--- config.mk ---
export PLATFORM = sky130hd
export DESIGN_NAME = bpc_regs
export DESIGN_NICKNAME = d
export VERILOG_FILES = /design/src/bpc_pkg.sv /design/src/bpc_regs.sv /design/src/bpc_release_ctl.sv
export VERILOG_INCLUDE_DIRS = /design/src /design/src/src
export SDC_FILE = /design/constraint.sdc
export NUM_CORES = 1
export LEC_CHECK = 0
export BUFFER_PORTS_ARGS = -buffer_cell sky130_fd_sc_hd__buf_2
export CORE_ASPECT_RATIO = 1.1
export CORE_MARGIN = 2
export CORE_UTILIZATION = 49
export DETAILED_ROUTE_END_ITERATION = 6
export GPL_ROUTABILITY_DRIVEN = 1
export PLACE_DENSITY = 0.76
export SLEW_MARGIN = 20
export SYNTH_ARGS = -nofsm -noshare
export SYNTH_HDL_FRONTEND = slang
export SYNTH_SLANG_ARGS = --single-unit
--- constraint.sdc ---
create_clock -name clock -period 3.2 [get_ports clock]
set_clock_uncertainty 0.15 [all_clocks]
set_input_delay 0.32 -clock clock [delete_from_list [all_inputs] [get_ports clock]]
set_output_delay 0.32 -clock clock [all_outputs]
set_load 0.01 [all_outputs]
--- src/bpc_defines.svh ---
// Offsets, field positions, reset values and constants of the backup power control registers
`ifndef BPC_DEFINES_SVH
`define BPC_DEFINES_SVH

`define BPC_OFS_CTL_TWO    8'h20
`define BPC_OFS_CTL_THREE  8'h21
`define BPC_OFS_CTL_FOUR   8'h22

`define BPC_SRC_BIT        6
`define BPC_FSW_MSB        3
`define BPC_FSW_LSB        1
`define BPC_FORCE_BIT      0
`define BPC_LIM_MSB        7
`define BPC_LIM_LSB        5
`define BPC_SLEW_MSB       4
`define BPC_SLEW_LSB       3
`define BPC_DLY_MSB        2
`define BPC_DLY_LSB        1
`define BPC_EN_BIT         0
`define BPC_LDIS_BIT       3
`define BPC_TUNE_MSB       2
`define BPC_TUNE_LSB       0

`define BPC_RST_SRC        1'h0
`define BPC_RST_FSW        3'h4
`define BPC_RST_FORCE      1'h0
`define BPC_RST_LIM        3'h0
`define BPC_RST_SLEW       2'h0
`define BPC_RST_DLY        2'h0
`define BPC_RST_EN         1'h1
`define BPC_RST_LDIS       1'h0
`define BPC_RST_TUNE       3'h0

`define BPC_TUNE_MAX       3'h4
`define BPC_TUNE_NONE      3'h0
`define BPC_BYTE_BITS      4'h8
`define BPC_I2C_ADDR       7'h60

`endif

--- src/bpc_pkg.sv ---
// Types shared by the backup power control register bank
package bpc_pkg;

    typedef enum logic [8:0] {
        ST_IDLE     = 9'h001,
        ST_ADDR     = 9'h002,
        ST_ACK_ADDR = 9'h004,
        ST_REG      = 9'h008,
        ST_ACK_REG  = 9'h010,
        ST_WDATA    = 9'h020,
        ST_ACK_W    = 9'h040,
        ST_RDATA    = 9'h080,
        ST_ACK_R    = 9'h100
    } bpc_i2c_st_type;

    typedef struct packed {
        logic       src_sel;
        logic [2:0] fsw;
        logic       force_rel;
        logic [2:0] lim;
        logic [1:0] slew;
        logic [1:0] dly;
        logic       en;
        logic       ldis;
        logic [2:0] tune;
    } bpc_cfg_type;

    typedef struct packed {
        bpc_i2c_st_type st;
        logic [7:0]     shreg;
        logic [3:0]     cnt;
        logic [7:0]     ptr;
        logic           rw;
        logic           drv;
        logic           scl_q;
        logic           sda_q;
        bpc_cfg_type    cfg;
    } bpc_main_st_type;

    typedef struct packed {
        logic release_mode;
        logic oc_flag;
    } bpc_rel_st_type;

    typedef struct packed {
        logic       limit_source_select;
        logic [2:0] internal_limit_level;
        logic [2:0] switch_freq;
        logic [1:0] bus_ramp_slew;
        logic [1:0] reset_delay_select;
        logic       device_enable;
        logic       limiter_disable;
        logic [2:0] limit_fine_tune;
    } bpc_ctl_out_type;

endpackage : bpc_pkg

--- src/bpc_regs.sv ---
// Serial-bus register bank for the backup power manager control fields
`timescale 1ns/10ps
`include "bpc_defines.svh"

// Overview of operation
// - Limit source bit 0 picks internal limit, 1 picks the pin resistor; resets 0.
// - Three-bit field picks release switching frequency; resets to 480kHz code.
// - Writing 1 to forced-release puts the device into step-down release mode.
// - After forced-release clears, release mode holds until bus undervoltage lockout.
// - Three-bit field picks internal input current threshold; resets to 000.
// - Two-bit field sets bus voltage ramp-up rate; resets to 00.
// - Two-bit field sets power-on-reset delay when the delay pin floats.
// - Enable bit turns device on at 1, off at 0; resets to 1.
// - Enable writes ignored in release mode unless undervoltage lockout is present.
// - Limiter-disable 1 switches off isolation transistor limiting; resets 0.
// - Over-current status flag still sets while limiting is disabled.
// - Three-bit tune field trims the selected limit by 0, -2, +2, -4, +4 percent.
module bpc_regs #(
    parameter logic [6:0] DEV_ADDR = `BPC_I2C_ADDR
) (
    input  wire logic                clock,
    input  wire logic                nrst,
    input  wire logic                clk_en,
    input  wire logic                scl_in,
    input  wire logic                sda_in,
    output logic                     sda_out,
    output logic                     sda_oe_n,
    input  wire logic                power_fail,
    input  wire logic                bus_undervoltage_lockout,
    input  wire logic                oc_event,
    input  wire logic                oc_clear,
    output bpc_pkg::bpc_ctl_out_type ctl,
    output logic                     release_mode,
    output logic                     limit_active,
    output logic                     oc_status
);
    import bpc_pkg::*;

    bpc_main_st_type s_ff;
    bpc_main_st_type nxt_s;
    logic            scl_rise;
    logic            scl_fall;
    logic            start_cond;
    logic            stop_cond;
    logic            enable_writable;
    logic [7:0]      rd_data;
    logic [7:0]      wr_byte;

    // Bus sequences are seen on the sampled pins, one clock apart
    assign scl_rise   = scl_in && !s_ff.scl_q;
    assign scl_fall   = !scl_in && s_ff.scl_q;
    assign start_cond = scl_in && s_ff.scl_q && s_ff.sda_q && !sda_in;
    assign stop_cond  = scl_in && s_ff.scl_q && !s_ff.sda_q && sda_in;
    assign wr_byte    = s_ff.shreg;

    // Read view; undefined bits and unmapped offsets return zero
    always_comb begin
        rd_data = 8'h00;
        case (s_ff.ptr)
            `BPC_OFS_CTL_TWO: begin
                rd_data[`BPC_SRC_BIT]                 = s_ff.cfg.src_sel;
                rd_data[`BPC_FSW_MSB:`BPC_FSW_LSB]    = s_ff.cfg.fsw;
                rd_data[`BPC_FORCE_BIT]               = s_ff.cfg.force_rel;
            end
            `BPC_OFS_CTL_THREE: begin
                rd_data[`BPC_LIM_MSB:`BPC_LIM_LSB]    = s_ff.cfg.lim;
                rd_data[`BPC_SLEW_MSB:`BPC_SLEW_LSB]  = s_ff.cfg.slew;
                rd_data[`BPC_DLY_MSB:`BPC_DLY_LSB]    = s_ff.cfg.dly;
                rd_data[`BPC_EN_BIT]                  = s_ff.cfg.en;
            end
            `BPC_OFS_CTL_FOUR: begin
                rd_data[`BPC_LDIS_BIT]                = s_ff.cfg.ldis;
                rd_data[`BPC_TUNE_MSB:`BPC_TUNE_LSB]  = s_ff.cfg.tune;
            end
            default: begin
                rd_data = 8'h00;
            end
        endcase
    end

    always_comb begin
        nxt_s       = s_ff;
        nxt_s.scl_q = scl_in;
        nxt_s.sda_q = sda_in;
        if (start_cond) begin
            nxt_s.st  = ST_ADDR;
            nxt_s.cnt = 4'h0;
            nxt_s.drv = 1'b0;
        end else if (stop_cond) begin
            nxt_s.st  = ST_IDLE;
            nxt_s.drv = 1'b0;
        end else begin
            case (s_ff.st)
                ST_IDLE: begin
                    nxt_s.drv = 1'b0;
                end
                ST_ADDR, ST_REG, ST_WDATA: begin
                    if (scl_rise) begin
                        nxt_s.shreg = {s_ff.shreg[6:0], sda_in};
                        nxt_s.cnt   = s_ff.cnt + 4'h1;
                    end else if (scl_fall && s_ff.cnt == `BPC_BYTE_BITS) begin
                        nxt_s.cnt = 4'h0;
                        nxt_s.drv = 1'b1;
                        if (s_ff.st == ST_ADDR) begin
                            if (s_ff.shreg[7:1] == DEV_ADDR) begin
                                nxt_s.rw = s_ff.shreg[0];
                                nxt_s.st = ST_ACK_ADDR;
                            end else begin
                                nxt_s.drv = 1'b0;
                                nxt_s.st  = ST_IDLE;
                            end
                        end else if (s_ff.st == ST_REG) begin
                            nxt_s.ptr = s_ff.shreg;
                            nxt_s.st  = ST_ACK_REG;
                        end else begin
                            nxt_s.st = ST_ACK_W;
                            case (s_ff.ptr)
                                `BPC_OFS_CTL_TWO: begin
                                    nxt_s.cfg.src_sel   = wr_byte[`BPC_SRC_BIT];
                                    nxt_s.cfg.fsw       =
                                        wr_byte[`BPC_FSW_MSB:`BPC_FSW_LSB];
                                    nxt_s.cfg.force_rel = wr_byte[`BPC_FORCE_BIT];
                                end
                                `BPC_OFS_CTL_THREE: begin
                                    nxt_s.cfg.lim  =
                                        wr_byte[`BPC_LIM_MSB:`BPC_LIM_LSB];
                                    nxt_s.cfg.slew =
                                        wr_byte[`BPC_SLEW_MSB:`BPC_SLEW_LSB];
                                    nxt_s.cfg.dly  =
                                        wr_byte[`BPC_DLY_MSB:`BPC_DLY_LSB];
                                    if (enable_writable) begin
                                        nxt_s.cfg.en = wr_byte[`BPC_EN_BIT];
                                    end
                                end
                                `BPC_OFS_CTL_FOUR: begin
                                    nxt_s.cfg.ldis = wr_byte[`BPC_LDIS_BIT];
                                    nxt_s.cfg.tune =
                                        wr_byte[`BPC_TUNE_MSB:`BPC_TUNE_LSB];
                                end
                                default: begin
                                    nxt_s.cfg = s_ff.cfg;
                                end
                            endcase
                        end
                    end
                end
                ST_ACK_ADDR: begin
                    if (scl_fall) begin
                        if (s_ff.rw) begin
                            nxt_s.shreg = rd_data;
                            nxt_s.drv   = !rd_data[7];
                            nxt_s.st    = ST_RDATA;
                        end else begin
                            nxt_s.drv = 1'b0;
                            nxt_s.st  = ST_REG;
                        end
                    end
                end
                ST_ACK_REG, ST_ACK_W: begin
                    if (scl_fall) begin
                        nxt_s.drv = 1'b0;
                        nxt_s.st  = ST_WDATA;
                        if (s_ff.st == ST_ACK_W) begin
                            nxt_s.ptr = s_ff.ptr + 8'h01;
                        end
                    end
                end
                ST_RDATA: begin
                    if (scl_rise) begin
                        nxt_s.cnt = s_ff.cnt + 4'h1;
                    end else if (scl_fall) begin
                        if (s_ff.cnt == `BPC_BYTE_BITS) begin
                            nxt_s.cnt = 4'h0;
                            nxt_s.drv = 1'b0;
                            nxt_s.st  = ST_ACK_R;
                        end else begin
                            nxt_s.shreg = {s_ff.shreg[6:0], 1'b0};
                            nxt_s.drv   = !s_ff.shreg[6];
                        end
                    end
                end
                ST_ACK_R: begin
                    // Host acknowledge moves on to the next register, a refusal ends the read
                    if (scl_rise) begin
                        if (sda_in) begin
                            nxt_s.st = ST_IDLE;
                        end else begin
                            nxt_s.ptr = s_ff.ptr + 8'h01;
                        end
                    end else if (scl_fall) begin
                        nxt_s.shreg = rd_data;
                        nxt_s.drv   = !rd_data[7];
                        nxt_s.st    = ST_RDATA;
                    end
                end
                default: begin
                    nxt_s.st  = ST_IDLE;
                    nxt_s.drv = 1'b0;
                end
            endcase
        end
    end

    always_ff @(posedge clock or negedge nrst) begin
        if (!nrst) begin
            s_ff.st            <= ST_IDLE;
            s_ff.shreg         <= 8'h00;
            s_ff.cnt           <= 4'h0;
            s_ff.ptr           <= 8'h00;
            s_ff.rw            <= 1'b0;
            s_ff.drv           <= 1'b0;
            s_ff.scl_q         <= 1'b1;
            s_ff.sda_q         <= 1'b1;
            s_ff.cfg.src_sel   <= `BPC_RST_SRC;
            s_ff.cfg.fsw       <= `BPC_RST_FSW;
            s_ff.cfg.force_rel <= `BPC_RST_FORCE;
            s_ff.cfg.lim       <= `BPC_RST_LIM;
            s_ff.cfg.slew      <= `BPC_RST_SLEW;
            s_ff.cfg.dly       <= `BPC_RST_DLY;
            s_ff.cfg.en        <= `BPC_RST_EN;
            s_ff.cfg.ldis      <= `BPC_RST_LDIS;
            s_ff.cfg.tune      <= `BPC_RST_TUNE;
        end else if (clk_en) begin
            s_ff <= nxt_s;
        end
    end

    bpc_release_ctl u_release (
        .clock                    (clock),
        .nrst                     (nrst),
        .clk_en                   (clk_en),
        .force_rel                (s_ff.cfg.force_rel),
        .power_fail               (power_fail),
        .bus_undervoltage_lockout (bus_undervoltage_lockout),
        .oc_event                 (oc_event),
        .oc_clear                 (oc_clear),
        .release_mode             (release_mode),
        .enable_writable          (enable_writable),
        .oc_status                (oc_status)
    );

    // Open drain: only ever pulls low
    assign sda_out  = 1'b0;
    assign sda_oe_n = !s_ff.drv;

    always_comb begin
        ctl.limit_source_select  = s_ff.cfg.src_sel;
        ctl.internal_limit_level = s_ff.cfg.lim;
        ctl.switch_freq          = s_ff.cfg.fsw;
        ctl.bus_ramp_slew        = s_ff.cfg.slew;
        ctl.reset_delay_select   = s_ff.cfg.dly;
        ctl.device_enable        = s_ff.cfg.en;
        ctl.limiter_disable      = s_ff.cfg.ldis;
        ctl.limit_fine_tune      = (s_ff.cfg.tune > `BPC_TUNE_MAX) ? `BPC_TUNE_NONE
                                                                   : s_ff.cfg.tune;
    end

    assign limit_active = !s_ff.cfg.ldis;

endmodule : bpc_regs

--- src/bpc_release_ctl.sv ---
// Step-down release latch and input over-current status flag
`timescale 1ns/10ps
`include "bpc_defines.svh"

module bpc_release_ctl (
    input  wire logic clock,
    input  wire logic nrst,
    input  wire logic clk_en,
    input  wire logic force_rel,
    input  wire logic power_fail,
    input  wire logic bus_undervoltage_lockout,
    input  wire logic oc_event,
    input  wire logic oc_clear,
    output logic      release_mode,
    output logic      enable_writable,
    output logic      oc_status
);
    import bpc_pkg::*;

    bpc_rel_st_type s_ff;
    bpc_rel_st_type nxt_s;

    always_comb begin
        nxt_s = s_ff;
        if (force_rel || power_fail) begin
            nxt_s.release_mode = 1'b1;
        end else if (bus_undervoltage_lockout) begin
            nxt_s.release_mode = 1'b0;
        end
        // Flag is set whether or not limiting is active; set beats clear
        if (oc_event) begin
            nxt_s.oc_flag = 1'b1;
        end else if (oc_clear) begin
            nxt_s.oc_flag = 1'b0;
        end
    end

    always_ff @(posedge clock or negedge nrst) begin
        if (!nrst) begin
            s_ff <= '0;
        end else if (clk_en) begin
            s_ff <= nxt_s;
        end
    end

    assign release_mode    = s_ff.release_mode;
    assign enable_writable = !s_ff.release_mode || bus_undervoltage_lockout;
    assign oc_status       = s_ff.oc_flag;

endmodule : bpc_release_ctl

==> impl_summary.md <==
Run status
The flow ran to the end, and the final reports show no timing, DRC or antenna violations.

Worst setup path
The depth of the worst register-to-register path is 7. The endpoint identified for the worst register-to-register timing path is ctl[4]. The critical path goes through ha_1 -> nand2b_1 -> or2_1 -> or4_1 -> nor2_2 -> o21ai_1 -> mux2_1. STA classifies the critical path endpoint as a flop. The highest fanout seen on the critical path is 8. The critical path contains buffers and inverters numbering 0 combined. The path type of the worst setup path is reg -> reg. The worst-path cell with the longest stage delay is sky130_fd_sc_hd__dfstp_2. Setup slack on the worst reg-to-reg path comes out at 0.24 ns. Data on the critical path is required at its endpoint by around 3.3 ns. In this design, the stage delay of the slowest critical-path cell is 0.56 ns. The element type at the critical path start is a flop. The data arrival time of the critical path is between 3 and 4 ns. The worst register-to-register path begins at s_ff[18]. The kind of cell with the highest combined delay on the critical path is simple AND/OR/NAND/NOR gates.

Drt
For this block, the initial DRC count from the detailed router was approximately 240. The number of iterations in the first detailed-routing pass is 5. The detail route stage leaves a number of antenna-violating nets equal to 0. After detailed routing, the average wire length per cell comes to 17.13 microns.

The number of design rule violations left after detail routing is 0. The routed layout has 2761 vias. The post-detailed-routing wire length is between 7000 and 8000 microns. After detailed routing, the number of vias per cell comes to 6.261.

Timing
The count of final max-slew check failures was 0. Based on the critical path, the design can be clocked at up to between 300 and 400 MHz. The worst path needs between 2 and 3 ns of the cycle, external delays included. The slew at the pin closest to its max-slew limit is 0.6661 ns. Measured against its own limit, the worst slew margin works out to 55.19%. The final hold violation count is 0. Setup violations remaining at the end of the flow were counted as 0.

Setup repair after global routing left no endpoint under its margin. Of the available clock period, the critical path in the final layout requires approximately 90%. The setup TNS is 0 ns.

Place
Routability-driven placement finished with a final weighted congestion of just over 0.9. The placed cell count is around 430. The estimated wirelength of the detail-placed design is ~5400 microns. The total cell area at the placement stage is approximately 3500 sq um. During placement, the flow inserted port buffers numbering 28.

Yosys
The share of the Yosys chip area taken by registers is roughly two fifths. The mapped cell area is approximately 3400 sq um. After synthesis, the mean cell area works out to roughly 9.8 sq um. The top cell type's share of synthesized area is 34.93%.

The number of nets handed over by synthesis was 362. Counting distinct cell types in the post-synthesis netlist gives a little under 70. Among all flip-flop cells after synthesis, the most frequent one is sky130_fd_sc_hd__dfrtp_1. Of all cell types, the one taking the most synthesized area is sky130_fd_sc_hd__dfrtp_1.

Yosys mapped a number of flops with a built-in enable equal to 0. The post-synthesis cell count is roughly 340. Counting flops and latches in the post-synthesis netlist gives 52. After synthesis, the cell types taking the most area are sky130_fd_sc_hd__dfrtp_1, sky130_fd_sc_hd__mux2_1, sky130_fd_sc_hd__dfstp_2. Of all flip-flops after synthesis, the portion carrying an async set or reset was 100.0%. The Yosys step of the flow raised 0 warnings.

GRT
The via count of the first global-routing pass is ~2.5k. The number of antenna violations at the first check in global routing is 0. Entering global routing, the biggest net connects 51 pins. The total global routing track utilization is 19.92%.

The sum of overflow across all layers after global routing is 0. The first global-routing pass estimated 12530 microns of wire.

Clocking
The post-cts hold buffer count is 0. The CTS buffer count is 5. The number of sinks driven by the clock tree is 52.

The clock latency at the later pin of the worst-skew pair is between 0.3 and 0.4 ns. After clock tree synthesis, the clock-pin slew on the worst setup and hold paths is roughly 0.11 ns. The post-cts sizing count is 0. The total number of H-tree levels is 2.

The post-CTS setup buffer count is 0. TritonCTS built the clock tree. The root buffer cell is sky130_fd_sc_hd__clkbuf_8. In this run the deepest clock path goes through 2 buffers.

Floorplan
Measured along the y axis, the die boundary spans 90.94 microns. The die covers between 7000 and 8000 sq um. The initial utilization of the core area, before any placement, comes to 50.76%. 30 I/O pins were placed. Measured along the x axis, the die boundary spans ~83 microns. The floorplan has 31 rows. The area of the core is 6633 sq um.

Worst hold path
The number of cells on the worst hold path is 2. For hold timing, the worst endpoint is u_release.oc_status. The start point of the worst hold path is oc_event. The path class of the tightest hold or removal check is in -> reg.

Cells and area
The repair_antennas step left the layout with diodes totalling 0. The design area is between 3000 and 4000 sq um. The most frequent standard cell in the layout excluding fill and tap cells is sky130_fd_sc_hd__dfrtp_1.

From synthesis to final layout, the design area changed by 5.723%. The final instance count without filler cells is ~440. After the last flow step, the layout net total stands at approximately 380. In the layout the commonest cells are sky130_fd_sc_hd__dfrtp_1, sky130_fd_sc_hd__nand2_1, sky130_fd_sc_hd__buf_2. The fraction of final layout cells with drive strength greater than 1 is between 10% and 20%.

Power and ir drop
The leakage power summed over all cells is 0.001660 uW. The power density of the placed cells is about 400 nW/um^2. Power comes to 1428 uW. VDD sags by at most roughly 0.29 mV.

Job
The tool flagged a number of max-cap violations equal to 0.
worst register-to-register path, stage by stage, from the launching register on:
cell	delay (ns)
sky130_fd_sc_hd__dfstp_2	0.56
sky130_fd_sc_hd__ha_1	0.31
sky130_fd_sc_hd__nand2b_1	0.13
sky130_fd_sc_hd__or2_1	0.28
sky130_fd_sc_hd__or4_1	0.56
sky130_fd_sc_hd__nor2_2	0.41
sky130_fd_sc_hd__o21ai_1	0.15
sky130_fd_sc_hd__mux2_1	0.34
area by class of cell:
| type | count | area (sq um) |
|---|---|---|
| clock inverters | 3 | 25.02 |
| well taps | 82 | 102.6 |
| fillers | 588 | 3073 |
| clock buffers | 5 | 68.82 |
| repair buffers | 35 | 197.7 |
| multi-input cells | 252 | 1813 |
| inverters | 12 | 45.04 |
| flip-flops and latches | 52 | 1308 |
routing by layer:
| metal | track usage, % | vias up | share of wire (%) |
|---|---|---|---|
| li1 | - | 1287 | - |
| met1 | 28.40 | 1360 | 47 |
| met2 | 31.18 | 101 | 47 |
| met3 | 3.455 | 13 | 5.3 |
| met4 | 5.738 | 0 | 1.2 |
| met5 | 0 | - | 0 |
kinds of logic after synthesis:
family	after synthesis	share of synthesized area (%)
simple gates	120	20.29
compound gates	86	17.65
flops	52	38.83
buf+inv	40	7.357
mux	30	10.85
fa+ha+maj	9	3.345
xor+xnor	6	1.561
other cells	1	0.1114
worst max path at each step:
stage	startpoint	end	slack (ns)	depth (start not counted)
final	s_ff[18]	ctl[4]	0.24	7
after global routing	s_ff[18]	ctl[4]	0.15	7
after CTS	s_ff[18]	ctl[4]	0.24	7
after detailed placement	s_ff[18]	ctl[4]	0.26	7
after global placement	s_ff[18]	ctl[4]	0.38	7
after floorplan	s_ff[18]	ctl[4]	0.46	9
cell usage after synthesis (all sizes together), types with 3 or more instances:
library cell and n:
inv 12, dfstp 5, dfrtp 47, nand3b 5, and3 3, o211ai 3, nand2b 3, nor4 8
nor3 5, nand4b 4, nand3 11, nor2 24, buf 25, clkbuf 3, or3 3, nand2 29
a222oi 4, a31oi 8, ha 9, a22o 4, mux2 28, or4 3, xor2 5, o21ai 18
nor2b 7, o2bb2ai 8, a21oi 21, nand4 5, or2 3
state kept, by name (all words and copies together), names as in the netlist:
| signal | count |
|---|---|
| wr_byte | 8 |
| u_release.oc_status | 1 |
| s_ff | 29 |
| u_release.release_mode | 1 |
| ctl | 13 |
stage by stage:
stage	worst slack [ns]	hold slack (ns)	util, %
after floorplan	0.4583	-0.1256	-
after detailed placement	0.2582	0.3382	52.07
after global placement	0.3756	0.3264	52.07
after CTS	0.2382	0.07100	53.48
after global routing	0.1483	0.06595	53.67
final	0.2388	0.06932	53.67
power breakdown:
part | internal [uW] | leakage [uW] | switching (uW) | total, uW
sequential | 698 | 0.000694 | 51.6 | 750
combinational | 112 | 0.000921 | 163 | 276
clock | 160 | 0.0000452 | 242 | 402
total | 971 | 0.00166 | 457 | 1430
Note: power is estimated with default switching activity, not from simulation.
